--- src/sync_follower_pkg.sv ---
// Purpose: Shared constants and types for the follower main state machine
// Assumes: Speeds and positions are signed increments per sample
// Notes:   Option bit positions and state encodings used by the core
package sync_follower_pkg;

    // =========================================================================
    // Widths and reset values
    localparam int          POS_W             = 64;
    localparam int          SPD_W             = 32;
    localparam int          WORD_W            = 32;
    localparam logic [31:0] MAIN_STATE_RESET  = 32'h0000_0000;
    localparam logic [31:0] OPTION_RESET      = 32'h0000_0000;

    // =========================================================================
    // Option word bit positions
    localparam int OPT_POS_TRIM      = 0;
    localparam int OPT_LAG_SUPPRESS  = 1;
    localparam int OPT_CORR_SCALE    = 2;
    localparam int OPT_ZERO_FF       = 3;
    localparam int OPT_POS_CTRL      = 12;

    // =========================================================================
    // Timing
    localparam int CLK_MHZ           = 50;
    localparam int SAMPLE_US         = 1;
    localparam int SAMPLE_CYCLES     = SAMPLE_US * CLK_MHZ;

    typedef enum logic [2:0] {
        ST_FREE_SPEED,
        ST_FREE_HOLD,
        ST_COUPLING,
        ST_LOCKED,
        ST_OFFSET,
        ST_DECOUPLE
    } main_state_t;

    typedef enum logic [1:0] {
        CPL_IDLE,
        CPL_SPEED_MATCH,
        CPL_ANGLE_CLOSE
    } couple_step_t;

    typedef struct packed {
        logic signed [SPD_W-1:0] speed;
        logic signed [POS_W-1:0] position;
    } axis_t;

    typedef struct packed {
        logic                    speed_mode;
        logic                    pos_mode;
        logic                    no_ramp;
        logic                    lag_monitor;
        logic                    feedforward;
        logic signed [SPD_W-1:0] speed_target;
        logic signed [POS_W-1:0] pos_target;
    } drive_cmd_t;

endpackage : sync_follower_pkg

--- src/ramp_step.sv ---
// Purpose: Moves a speed value toward a target by at most one ramp step
// Assumes: Step is positive
// Notes:   Used for coupling speed match and angle close, and decoupling brake
`timescale 1ns/1ps
module ramp_step
    import sync_follower_pkg::*;
#(
    parameter int W = 32
) (
    input  wire logic signed [W-1:0] cur,
    input  wire logic signed [W-1:0] target,
    input  wire logic signed [W-1:0] step,
    output logic signed [W-1:0]      next_val,
    output logic                     at_target
);
    wire logic signed [W:0] cur_x_w  = {cur[W-1], cur};
    wire logic signed [W:0] tgt_x_w  = {target[W-1], target};
    wire logic signed [W:0] step_x_w = {step[W-1], step};
    wire logic signed [W:0] diff_w   = tgt_x_w - cur_x_w;
    wire logic              up_w     = diff_w > step_x_w;
    wire logic              dn_w     = diff_w < -step_x_w;

    assign next_val  = up_w ? W'(cur + step) : (dn_w ? W'(cur - step) : target);
    assign at_target = !up_w && !dn_w;
endmodule : ramp_step

--- src/sync_follower_main_state.sv ---
// Purpose: Main state machine of a follower drive locked to a leading drive
// Assumes: One sample per SAMPLE_CYCLES clocks; all inputs synchronous
// Notes:   Sub-machines for position coupling and offset are external; the stop ramp is internal
//
// Notes on behaviour
// - Main state 0..5 is kept and readable in the state register.
// - State 0 runs speed control at the free-run speed.
// - State 1 holds the position latched on entry.
// - State 2 couples; coupling option bit 12 picks time or position control.
// - State 3 follows the leader rigidly at the same angle.
// - State 4 applies offset; offset option bit 12 picks time or position.
// - State 5 decouples, braking along the stop ramp.
// - Option bit 0 in state 1 jumps to target position without ramp.
// - Option bit 1 suppresses lag monitoring in state 3, non-positioning, non-sync ramp.
// - Option bit 2 scales corrections by follower gear factor before adding.
// - Option bit 3 keeps feedforward on zero-point set, else cancels it outside state 0.
// - Time coupling removes the 64-bit difference via the sync speed.
// - Time coupling: speed match first, then lag distance closed to zero.
// - Sync speed and sync ramp come from two configuration parameters.
`timescale 1ns/1ps
module sync_follower_main_state
    import sync_follower_pkg::*;
#(
    parameter int SAMPLE_DIV = SAMPLE_CYCLES
) (
    input  wire logic                    core_clk,
    input  wire logic                    sys_rst,
    // Register access
    input  wire logic                    state_wr,
    input  wire logic [WORD_W-1:0]       state_wdata,
    output logic [WORD_W-1:0]            sync_main_state,
    input  wire logic                    option_wr,
    input  wire logic [WORD_W-1:0]       option_wdata,
    output logic [WORD_W-1:0]            sync_option_word,
    // Configuration
    input  wire logic signed [SPD_W-1:0] free_run_speed,
    input  wire logic signed [POS_W-1:0] target_position,
    input  wire logic [WORD_W-1:0]       coupling_option_word,
    input  wire logic [WORD_W-1:0]       offset_option_word,
    input  wire logic signed [SPD_W-1:0] sync_speed_param,
    input  wire logic signed [SPD_W-1:0] sync_ramp_param,
    input  wire logic signed [SPD_W-1:0] stop_ramp,
    input  wire logic signed [15:0]      follower_gear_factor,
    input  wire logic                    positioning_mode,
    input  wire logic                    sync_ramp_type,
    // Leader and follower feedback
    input  wire axis_t                   leader,
    input  wire axis_t                   follower,
    input  wire logic                    correction_valid,
    input  wire logic signed [SPD_W-1:0] correction_value,
    input  wire logic                    zero_point_set,
    input  wire logic                    sub_machine_done,
    // Outputs
    output drive_cmd_t                   drive_cmd,
    output logic                         pos_ctrl_coupling,
    output logic                         pos_ctrl_offset,
    output logic signed [POS_W-1:0]      lag_distance,
    output logic [1:0]                   couple_step
);

    // =========================================================================
    // Registers
    main_state_t             state_reg;
    main_state_t             state_next;
    logic [WORD_W-1:0]       option_reg;
    logic signed [POS_W-1:0] diff_reg;
    logic signed [POS_W-1:0] hold_pos_reg;
    logic signed [SPD_W-1:0] speed_reg;
    logic                    ff_reg;
    couple_step_t            step_reg;
    logic [15:0]             tick_cnt_reg;
    drive_cmd_t              cmd_reg;

    // =========================================================================
    // Decoding
    wire logic tick_w          = tick_cnt_reg == 16'(SAMPLE_DIV - 1);
    wire logic state_ok_w      = state_wdata < 32'h0000_0006;
    wire logic trim_on_w       = option_reg[OPT_POS_TRIM];
    wire logic lag_suppress_w  = option_reg[OPT_LAG_SUPPRESS];
    wire logic scale_on_w      = option_reg[OPT_CORR_SCALE];
    wire logic keep_ff_w       = option_reg[OPT_ZERO_FF];
    wire logic cpl_pos_w       = coupling_option_word[OPT_POS_CTRL];
    wire logic off_pos_w       = offset_option_word[OPT_POS_CTRL];
    wire logic lag_check_w     = positioning_mode || sync_ramp_type || !lag_suppress_w;
    wire logic signed [POS_W-1:0] corr_raw_w    = POS_W'(correction_value);
    wire logic signed [POS_W-1:0] gear_x_w      = POS_W'(follower_gear_factor);
    wire logic signed [POS_W-1:0] corr_scaled_w = corr_raw_w * gear_x_w;
    wire logic signed [POS_W-1:0] corr_w        = scale_on_w ? corr_scaled_w : corr_raw_w;
    wire logic signed [POS_W-1:0] lead_step_w   = POS_W'(leader.speed);
    wire logic signed [POS_W-1:0] foll_step_w   = POS_W'(speed_reg);
    wire logic signed [POS_W-1:0] corr_add_w    = correction_valid ? corr_w : '0;
    wire logic signed [POS_W-1:0] diff_next_w   = diff_reg + lead_step_w - foll_step_w
                                                + corr_add_w;
    wire logic signed [POS_W-1:0] sync_lim_w    = POS_W'(sync_speed_param);
    wire logic                    trim_hi_w     = diff_next_w > sync_lim_w;
    wire logic                    trim_lo_w     = diff_next_w < -sync_lim_w;
    wire logic signed [SPD_W-1:0] trim_spd_w    = trim_hi_w ? sync_speed_param
                                                : (trim_lo_w ? SPD_W'(-sync_speed_param)
                                                : SPD_W'(diff_next_w));
    wire logic signed [SPD_W-1:0] close_spd_w   = SPD_W'(leader.speed + trim_spd_w);

    logic signed [SPD_W-1:0] ramp_target;
    logic signed [SPD_W-1:0] ramp_rate;
    logic signed [SPD_W-1:0] ramp_out;
    logic                    ramp_done;

    assign ramp_target = (state_reg == ST_DECOUPLE)    ? '0
                       : (step_reg == CPL_SPEED_MATCH) ? leader.speed
                       : close_spd_w;
    assign ramp_rate   = (state_reg == ST_DECOUPLE) ? stop_ramp : sync_ramp_param;

    ramp_step #(.W(SPD_W)) u_ramp (
        .cur       (speed_reg),
        .target    (ramp_target),
        .step      (ramp_rate),
        .next_val  (ramp_out),
        .at_target (ramp_done)
    );

    // =========================================================================
    // Next state
    always_comb begin
        state_next = state_reg;
        if (state_wr && state_ok_w) begin
            state_next = main_state_t'(state_wdata[2:0]);
        end else begin
            case (state_reg)
                ST_COUPLING: begin
                    if (cpl_pos_w ? sub_machine_done : (step_reg == CPL_ANGLE_CLOSE && diff_reg == 0))
                        state_next = ST_LOCKED;
                end
                ST_OFFSET: begin
                    if (sub_machine_done)
                        state_next = ST_LOCKED;
                end
                ST_DECOUPLE: begin
                    if (ramp_done && speed_reg == 0)
                        state_next = ST_FREE_SPEED;
                end
                default: state_next = state_reg;
            endcase
        end
    end

    // =========================================================================
    // Sample tick and state registers
    always_ff @(posedge core_clk or posedge sys_rst) begin
        if (sys_rst) begin
            tick_cnt_reg <= 16'h0000;
            state_reg    <= ST_FREE_SPEED;
            option_reg   <= OPTION_RESET;
        end else begin
            tick_cnt_reg <= tick_w ? 16'h0000 : 16'(tick_cnt_reg + 16'h0001);
            state_reg    <= state_next;
            if (option_wr)
                option_reg <= option_wdata;
        end
    end

    // =========================================================================
    // Difference counter, coupling steps, hold position
    always_ff @(posedge core_clk or posedge sys_rst) begin
        if (sys_rst) begin
            diff_reg     <= '0;
            hold_pos_reg <= '0;
            speed_reg    <= '0;
            step_reg     <= CPL_IDLE;
            ff_reg       <= 1'b1;
        end else begin
            if (state_next == ST_FREE_HOLD && state_reg != ST_FREE_HOLD)
                hold_pos_reg <= follower.position;
            if (state_next == ST_COUPLING && state_reg != ST_COUPLING) begin
                step_reg  <= CPL_SPEED_MATCH;
                speed_reg <= follower.speed;
            end else if (state_reg == ST_FREE_SPEED) begin
                speed_reg <= follower.speed;
            end
            if (zero_point_set) begin
                ff_reg   <= keep_ff_w;
                diff_reg <= '0;
            end else if (tick_w) begin
                diff_reg <= diff_next_w;
                if ((state_reg == ST_COUPLING && !cpl_pos_w) || state_reg == ST_DECOUPLE)
                    speed_reg <= ramp_out;
                else if (state_reg == ST_LOCKED || state_reg == ST_OFFSET)
                    speed_reg <= leader.speed;
                if (state_reg == ST_COUPLING && step_reg == CPL_SPEED_MATCH && ramp_done)
                    step_reg <= CPL_ANGLE_CLOSE;
            end
            if (state_reg != ST_COUPLING && state_next != ST_COUPLING)
                step_reg <= CPL_IDLE;
            if (state_reg == ST_FREE_SPEED)
                ff_reg <= 1'b1;
        end
    end

    // =========================================================================
    // Drive command
    always_ff @(posedge core_clk or posedge sys_rst) begin
        if (sys_rst) begin
            cmd_reg <= '0;
        end else begin
            cmd_reg             <= '0;
            cmd_reg.feedforward <= ff_reg;
            case (state_reg)
                ST_FREE_SPEED: begin
                    cmd_reg.speed_mode   <= 1'b1;
                    cmd_reg.speed_target <= free_run_speed;
                end
                ST_FREE_HOLD: begin
                    cmd_reg.pos_mode   <= 1'b1;
                    cmd_reg.pos_target <= trim_on_w ? target_position : hold_pos_reg;
                    cmd_reg.no_ramp    <= trim_on_w;
                end
                ST_COUPLING: begin
                    cmd_reg.speed_mode   <= 1'b1;
                    cmd_reg.speed_target <= speed_reg;
                end
                ST_LOCKED: begin
                    cmd_reg.pos_mode     <= 1'b1;
                    cmd_reg.pos_target   <= follower.position + diff_reg;
                    cmd_reg.speed_target <= leader.speed;
                    cmd_reg.lag_monitor  <= lag_check_w;
                end
                ST_OFFSET: begin
                    cmd_reg.pos_mode     <= 1'b1;
                    cmd_reg.pos_target   <= follower.position + diff_reg;
                    cmd_reg.speed_target <= leader.speed;
                end
                ST_DECOUPLE: begin
                    cmd_reg.speed_mode   <= 1'b1;
                    cmd_reg.speed_target <= speed_reg;
                end
                default: cmd_reg <= '0;
            endcase
        end
    end

    // =========================================================================
    // Outputs
    assign sync_main_state   = {29'h0000_0000, state_reg};
    assign sync_option_word  = option_reg;
    assign drive_cmd         = cmd_reg;
    assign lag_distance      = diff_reg;
    assign couple_step       = step_reg;
    assign pos_ctrl_coupling = (state_reg == ST_COUPLING) && cpl_pos_w;
    assign pos_ctrl_offset   = (state_reg == ST_OFFSET) && off_pos_w;

    // =========================================================================
    // Checks
    a_state_range: assert property (@(posedge core_clk) disable iff (sys_rst)
        sync_main_state < 32'h0000_0006)
        else $error("main state out of range");

    a_free_speed: assert property (@(posedge core_clk) disable iff (sys_rst)
        state_reg == ST_FREE_SPEED
        |=> drive_cmd.speed_mode && drive_cmd.speed_target == $past(free_run_speed))
        else $error("free speed target wrong");

    a_hold_latch: assert property (@(posedge core_clk) disable iff (sys_rst)
        state_reg == ST_FREE_HOLD && !trim_on_w
        |=> drive_cmd.pos_target == $past(hold_pos_reg))
        else $error("hold position wrong");

    a_hold_mode: assert property (@(posedge core_clk) disable iff (sys_rst)
        state_reg == ST_FREE_HOLD |=> drive_cmd.pos_mode && !drive_cmd.speed_mode)
        else $error("hold not in position control");

    a_trim_direct: assert property (@(posedge core_clk) disable iff (sys_rst)
        state_reg == ST_FREE_HOLD && trim_on_w
        |=> drive_cmd.no_ramp && drive_cmd.pos_target == $past(target_position))
        else $error("trim not direct");

    a_lag_suppress: assert property (@(posedge core_clk) disable iff (sys_rst)
        state_reg == ST_LOCKED && lag_suppress_w && !positioning_mode && !sync_ramp_type
        |=> !drive_cmd.lag_monitor)
        else $error("lag monitor not suppressed");

    a_zero_ff: assert property (@(posedge core_clk) disable iff (sys_rst)
        zero_point_set && state_reg != ST_FREE_SPEED
        |=> ff_reg == $past(keep_ff_w))
        else $error("feedforward on zero point wrong");

    a_couple_order: assert property (@(posedge core_clk) disable iff (sys_rst)
        state_reg == ST_COUPLING && state_next == ST_LOCKED && !cpl_pos_w
        |-> step_reg == CPL_ANGLE_CLOSE)
        else $error("coupling skipped speed match");

    a_pos_coupling: assert property (@(posedge core_clk) disable iff (sys_rst)
        state_reg == ST_COUPLING && cpl_pos_w && !sub_machine_done && !state_wr
        |=> state_reg == ST_COUPLING)
        else $error("coupling left without sub-machine");

    a_couple_ramp: assert property (@(posedge core_clk) disable iff (sys_rst)
        state_reg == ST_COUPLING && state_next == ST_COUPLING && !cpl_pos_w
        |=> speed_reg - $past(speed_reg) <= $past(sync_ramp_param)
            && $past(speed_reg) - speed_reg <= $past(sync_ramp_param))
        else $error("coupling speed step too large");

    a_locked_speed: assert property (@(posedge core_clk) disable iff (sys_rst)
        state_reg == ST_LOCKED
        |=> drive_cmd.pos_mode && drive_cmd.speed_target == $past(leader.speed))
        else $error("locked speed wrong");

    a_stop_ramp: assert property (@(posedge core_clk) disable iff (sys_rst)
        state_reg == ST_DECOUPLE && state_next == ST_DECOUPLE
        |=> speed_reg - $past(speed_reg) <= $past(stop_ramp)
            && $past(speed_reg) - speed_reg <= $past(stop_ramp))
        else $error("stop ramp step too large");

endmodule : sync_follower_main_state

--- config.mk ---
export PLATFORM = sky130hd
export DESIGN_NAME = sync_follower_main_state
export DESIGN_NICKNAME = d
export VERILOG_FILES = /design/src/sync_follower_pkg.sv /design/src/ramp_step.sv /design/src/sync_follower_main_state.sv
export SDC_FILE = /design/constraint.sdc
export NUM_CORES = 2
export LEC_CHECK = 0
export ABC_AREA = 0
export BUFFER_PORTS_ARGS = -buffer_cell sky130_fd_sc_hd__buf_4
export CORE_MARGIN = 3
export CORE_UTILIZATION = 40
export CTS_CLUSTER_SIZE = 14
export DETAILED_ROUTE_END_ITERATION = 8
export GPL_TIMING_DRIVEN = 1
export PLACE_DENSITY = 0.63
export SYNTH_ARGS = -nofsm -noshare
export SYNTH_HDL_FRONTEND = slang
export SYNTH_SLANG_ARGS = --single-unit
--- constraint.sdc ---
create_clock -name core_clk -period 18.35 [get_ports core_clk]
set_clock_uncertainty 0.2 [all_clocks]
set_input_delay 2.7525 -clock core_clk [delete_from_list [all_inputs] [get_ports core_clk]]
set_output_delay 2.7525 -clock core_clk [all_outputs]
set_load 0.01 [all_outputs]
# Word level (Yosys, flattened, before mapping)
# Index checks and enable logic that the tools add are counted.
[totals]
ff_bits = 315
latch_bits = 0
ramBits = 0
mem_bits_ro = 0
output_inout_bits = 233
word_cells = 115
memories = 0
[op_classes]
n_addsub = 12
multipliers = 1
div = 0
n_lt_le_gt_ge = 5
eq_ne = 13
n_shift = 0
muxes = 39
n_bitwise = 0
reduce_logical = 30
[op_table]
columns = ["operator", "n"]
rows = [
  ["32-bit two-way mux", 13],
  ["64-bit two-way mux", 5],
  ["64-bit adder", 2],
  ["64-bit one-hot mux with 2 select lines", 1],
  ["32-bit one-hot mux with 3 select lines", 1],
  ["32-bit adder", 2],
  ["64-bit by 32-bit adder with 64-bit output", 1],
  ["64-bit by 32-bit > comparator with 1-bit output", 1],
  ["64-bit logical NOT", 1],
  ["64-bit < comparator", 1],
  ["32-bit negation with 64-bit output", 1],
  ["64-bit by 32-bit subtractor with 64-bit output", 1],
  ["32-bit by 16-bit multiplier with 48-bit output", 1],
  ["33-bit by 32-bit > comparator with 1-bit output", 1],
  ["33-bit < comparator", 1],
  ["32-bit negation with 33-bit output", 1],
  ["32-bit by 32-bit subtractor with 33-bit output", 1],
  ["32-bit logical NOT", 1],
  ["32-bit by 3-bit < comparator with 1-bit output, second input constant", 1],
  ["32-bit negation", 1],
  ["32-bit subtractor", 1],
  ["16-bit by 1-bit adder with 16-bit output, second input constant", 1],
  ["16-bit by 6-bit == test with 1-bit output, second input constant", 1],
  ["16-bit two-way mux", 1],
  ["19 further kinds", 58],
]

# Depth between registers and ports, before layout
[logic_depth]
ltp_word = 25
ltp_mapped = 104
mapped_depth_nobuf = 100

# Hierarchy
# From an unflattened synthesis, not the netlist that was laid out.
[hier_totals]
cells_unflattened = 6782
area_unflattened_um2 = 57004.7
[by_module_without_submodules]
columns = ["mod", "n_inst", "cells_each", "area_per_inst_um2", "seq_area_each_um2"]
rows = [
  ["sync_follower_main_state", 1, 5685, 49218.5, 7883.8],
  ["ramp_step", 1, 1097, 7786.2, 0.0],
]

# Worst setup path before layout
# Ideal clock, no wire load.
[synth_timing]
path_type = "input to register"
from = "input port follower_gear_factor[15]"
to = "register hold_pos_reg[0]"
arrival_time_ns = 23.216
path_slack_ns = -5.191
stages = 92
path_buffers = 6
cell_sequence = "clkinv_1 -> clkbuf_1 -> nor2_1 -> fa_1 -> fa_1 -> fa_1 -> fa_1 -> fa_1 -> inv_1 -> fa_1 -> inv_1 -> ha_1 -> a21oi_1 -> nor2b_1 -> and3_1 -> o31ai_1 -> a2111oi_0 -> nor3_1 -> [56 not listed] -> a211oi_1 -> nor3_1 -> ha_1 -> a21o_1 -> a21o_1 -> a21oi_1 -> nor2b_1 -> o21ai_0 -> nand3_1 -> o41ai_1 -> nand3_1 -> o31ai_2 -> a211oi_1 -> a21o_1 -> or4b_1 -> buf_4 -> buf_6 -> mux2_4"
[synth_via]
elab_chain_cells = 20
word_cells_on_any_way = 23
[synth_lines]
columns = ["item", "line", "text"]
rows = [
  ["start, declared", "sync_follower_main_state.sv:43", "input wire logic signed [15:0] follower_gear_factor,"],
  ["32-bit by 16-bit multiplier with 48-bit output *", "sync_follower_main_state.sv:87", "wire logic signed [POS_W-1:0] corr_scaled_w = corr_raw_w * gear_x_w;"],
  ["64-bit two-way mux *", "sync_follower_main_state.sv:88", "wire logic signed [POS_W-1:0] corr_w = scale_on_w ? corr_scaled_w : corr_raw_w;"],
  ["64-bit two-way mux *", "sync_follower_main_state.sv:91", "wire logic signed [POS_W-1:0] corr_add_w = correction_valid ? corr_w : '0;"],
  ["64-bit adder *", "sync_follower_main_state.sv:93", "+ corr_add_w;"],
  ["64-bit < comparator", "sync_follower_main_state.sv:96", "wire logic trim_lo_w = diff_next_w < -sync_lim_w;"],
  ["32-bit two-way mux", "sync_follower_main_state.sv:98", ": (trim_lo_w ? SPD_W'(-sync_speed_param)"],
  ["32-bit two-way mux *", "sync_follower_main_state.sv:97", "wire logic signed [SPD_W-1:0] trim_spd_w = trim_hi_w ? sync_speed_param"],
  ["32-bit adder *", "sync_follower_main_state.sv:100", "wire logic signed [SPD_W-1:0] close_spd_w = SPD_W'(leader.speed + trim_spd_w);"],
  ["[5 not listed]", "--", ""],
  ["1-bit logical AND *", "ramp_step.sv:24", "assign at_target = !up_w && !dn_w;"],
  ["1-bit logical AND *", "sync_follower_main_state.sv:137", "if (ramp_done && speed_reg == 0)"],
  ["3-bit two-way mux *", "sync_follower_main_state.sv:137", ""],
  ["3-bit one-hot mux with 3 select lines *", "sync_follower_main_state.sv:127", "case (state_reg)"],
  ["3-bit two-way mux *", "sync_follower_main_state.sv:124", "if (state_wr && state_ok_w) begin"],
  ["named net state_next[2]", "sync_follower_main_state.sv:64", "main_state_t state_next;"],
  ["3-bit by 1-bit == test with 1-bit output *", "sync_follower_main_state.sv:170", "if (state_next == ST_FREE_HOLD && state_reg != ST_FREE_HOLD)"],
  ["1-bit logical AND *", "sync_follower_main_state.sv:170", ""],
  ["end signal, assigned", "sync_follower_main_state.sv:171", "hold_pos_reg <= follower.position;"],
  ["end, declared", "sync_follower_main_state.sv:67", "logic signed [POS_W-1:0] hold_pos_reg;"],
]
# The timed path passes the listed nets; every way through them passes the cells marked *.
# A chain may end at the register's enable or synchronous reset.

# Worst setup path in the final report
[layout_timing]
from = "input port follower_gear_factor[6]"
to = "register hold_pos_reg[4]"
# Same word-level chain as after synthesis.

==> results.md <==
- Global Route Usage Sum: 0.308
- Main synth FF type: dfrtp_1
- Worst skew pair latency: 0.65 ns
- Top cell type by total area after synthesis: fa_1
- Syn-to-layout area delta: 31.1%
- Hold Buf Count CTS: 0
- Top post-synthesis cells by area: fa_1 22%, dfrtp_1 14%, ha_1 13%
- CP Max Fanout: 9
- RePlAce Congestion: 1.02
- WS Path Type: in2reg
- TritonCTS buffer count: 46
- Max-slew violations: 0
- First-pass GRT wire length: 341,000 µm
- Initial core utilization: 0.404
- H-tree levels: 2
- Cells after Synth: 6,605
- Hold Crit Class: reg2reg
- Final WS setup: -3.42 ns
- Die area: 144,000 µm²
- DR vias: 54,552
- Die H: 380 µm
- Grt ovf: 0
- Vias in the first global route: 55,112
- Dpl hpwl: 189,000 µm
- Commonest cells in the netlist: 1,028 x inv_1, 663 x nand2_1, 617 x fa_1, 559 x ha_1, 514 x a21oi_1
- Slew @ Worst Pin: 1.17 ns
- Max Cap Violations: 0
- Clock tree buffer depth: 3
- Final Hold Viols: 0
- CTS tree: done
- Multi-input logic area: 44,700 µm²
- CP arrival: 22.10 ns
- Final ANT Viol Nets: 0
- Synth Register Bits: 315
- Core Rows: 136
- RSZ-0062 raised after global routing: yes
- CP max stage delay: 0.58 ns
- Most frequent cell after synthesis: inv_1
- Cell at the slowest stage of the critical path: fa_2
- Synth Cell Area: 55,900 µm²
- WL final: 228,000 µm
- Startpoint types: input port
- Min Tclk post-route: 21.77 ns
- Final setup vio count: 100
- DRT iter0 DRCs: 4,164
- Number of flops mapped to enable cells by yosys: 0
- I/O pins: 802
- CTS root buffer: clkbuf_16
- Max FFs per register: 101
- Largest net degree at the start of global routing: 79
- Core area: 138,000 µm²
- Synth top area share: 0.221
- Clk sinks: 315
- Slew HR: 0.210
- Port Buffers: 646
- Share of cells above drive strength 1: 0.265
- Fin util: 0.530
- Fmax: 0.0459 GHz
- DR pass1 iterations: 6
- Layout Nets: 9,761
- Worst EP required: 18.68 ns
- Fillers: 12,891
- Status: complete, but fails checks
- Crit share post-route: 1.19
- Seq/Total Area, Yosys: 0.141
- Post-synth cell types: 94
- Chip width: 380 µm
- Vias per inst: 5.49
- Mean post-synth cell area: 8.46 µm²
- DRC: 0
- Yosys warnings: 0
- Violated checks: setup timing
- Routed len/inst: 22.9 µm
- Initial antenna violation count: 35
- FF+latch area: 7890 µm²
- Clk slew on worst S/H paths: 0.06 ns
- Async SR Flop Fraction: 1.00
- Crit. End Element: flop
- Most used cell along the critical path: buf_4
-- placed cells by master, fill, tap and decap left out, types with 26 or more instances in the layout --
| cell type | Yosys | layout |
|---|---|---|
| mux2i_1 | 178 | 174 |
| conb_1 | 1 | 29 |
| a31oi_1 | 30 | 27 |
| a21oi_1 | 514 | 455 |
| nor3_1 | 81 | 73 |
| and2_1 | 217 | 203 |
| xor2_1 | 84 | 83 |
| o21bai_1 | 50 | 50 |
| ha_1 | 559 | 524 |
| dfrtp_1 | 314 | 310 |
| nand2_1 | 663 | 655 |
| or3_1 | 28 | 26 |
| a211oi_1 | 49 | 36 |
| a21o_1 | 155 | 154 |
| nor2b_1 | 76 | 71 |
| o211ai_1 | 30 | 30 |
| ha_4 | 0 | 26 |
| nand4_1 | 66 | 66 |
| buf_6 | 7 | 31 |
| a221oi_1 | 60 | 54 |
| nor2_2 | 1 | 28 |
| inv_1 | 1028 | 1017 |
| clkbuf_16 | 0 | 49 |
| and3_1 | 31 | 26 |
| a21oi_2 | 0 | 55 |
| o21ai_0 | 222 | 181 |
| nand3_1 | 96 | 86 |
| mux2_4 | 60 | 67 |
| o21a_1 | 44 | 44 |
| mux2_2 | 33 | 31 |
| nand2b_1 | 71 | 71 |
| nor4_1 | 47 | 44 |
| fa_1 | 617 | 608 |
| xnor2_1 | 221 | 212 |
| buf_4 | 36 | 1549 |
| o22ai_1 | 78 | 77 |
| nor2_1 | 332 | 294 |
-- final timing paths --
path	to	from	cells after the start	slack [ns]
worst max-delay path	hold_pos_reg[4]$_DFFE_PP0P_	follower_gear_factor[6]	93	-3.42
worst min-delay path	tick_cnt_reg[15]$_DFF_PP0_	tick_cnt_reg[15]$_DFF_PP0_	1	0.28
worst max register to register	hold_pos_reg[4]$_DFFE_PP0P_	sync_option_word[2]$_DFFE_PP0P_	73	2.40
worst min register to register	tick_cnt_reg[15]$_DFF_PP0_	tick_cnt_reg[15]$_DFF_PP0_	1	0.28
max in group asynchronous	state_reg[2]$_DFF_PP0_	sys_rst	4	13.65
min in group asynchronous	sync_option_word[27]$_DFFE_PP0P_	sys_rst	2	1.95
-- through the flow --
step | setup WS [ns] | hold slack (ns) | std cells | area, µm² | TNS [ns]
3_5_place_dp | -4.70 | 0.273 | 9757 | 69600 | -455.96
2_1_floorplan | -2.60 | 0.247 | 6633 | 56900 | -251.11
5_1_grt | -4.32 | 0.305 | 9927 | 73200 | -419.08
3_3_place_gp | -4.47 | 0.262 | 9757 | 69600 | -435.96
6_report | -3.42 | 0.279 | 9933 | 73300 | -327.31
4_1_cts | -3.46 | 0.279 | 9892 | 72500 | -327.36
-- logic make-up after synthesis --
group / synth area share
buffers and inverters: 0.0922
AOI/OAI and AO/OA: 0.165
DFF: 0.141
other: 0.0000671
and+or+nand+nor: 0.151
muxes: 0.0564
adders and majority gates: 0.346
xor gates and xnor gates: 0.0478
-- repair_timing --
action                                  in CTS  in global routing
pin swaps                                  107                112
endpoints found under the setup margin     100                100
setup buffers                               45                 29
cloned                                       8                  2
resized for setup                          172                148
-- critical path, delay by kind of cell --
kind,cells,cell delay (ns)
AND/OR/NAND/NOR,18,2.71
multiplexers,1,0.30
buffers and inverters,19,2.53
XOR/XNOR,4,0.61
AO/OA/AOI/OAI,37,7.52
adder cells (fa/ha/maj),14,5.63
-- metal layers --
| layer | wire length [µm] | vias to the layer above | GRT usage |
|---|---|---|---|
| met5 | 98 | - | 0 |
| met4 | 12600 | 14 | 0.146 |
| met3 | 17500 | 461 | 0.0556 |
| met2 | 104000 | 2063 | 0.502 |
| met1 | 93000 | 27076 | 0.396 |
| li1 | - | 24938 | - |
-- cell type report --
| class | count | share of cell area |
|---|---|---|
| Inverter | 1035 | 0.0533 |
| Sequential cell | 315 | 0.108 |
| Antenna cell | 17 | 0.000581 |
| Multi-Input combinational cell | 4998 | 0.610 |
| Timing Repair Buffer | 1620 | 0.175 |
| Clock buffer | 60 | 0.0173 |
| Clock inverter | 25 | 0.00442 |
| Tap cell | 1863 | 0.0318 |
Power is left out: the tool's default activity adds up to more than one toggle a clock period on the data nets, which glitch-free logic cannot reach.
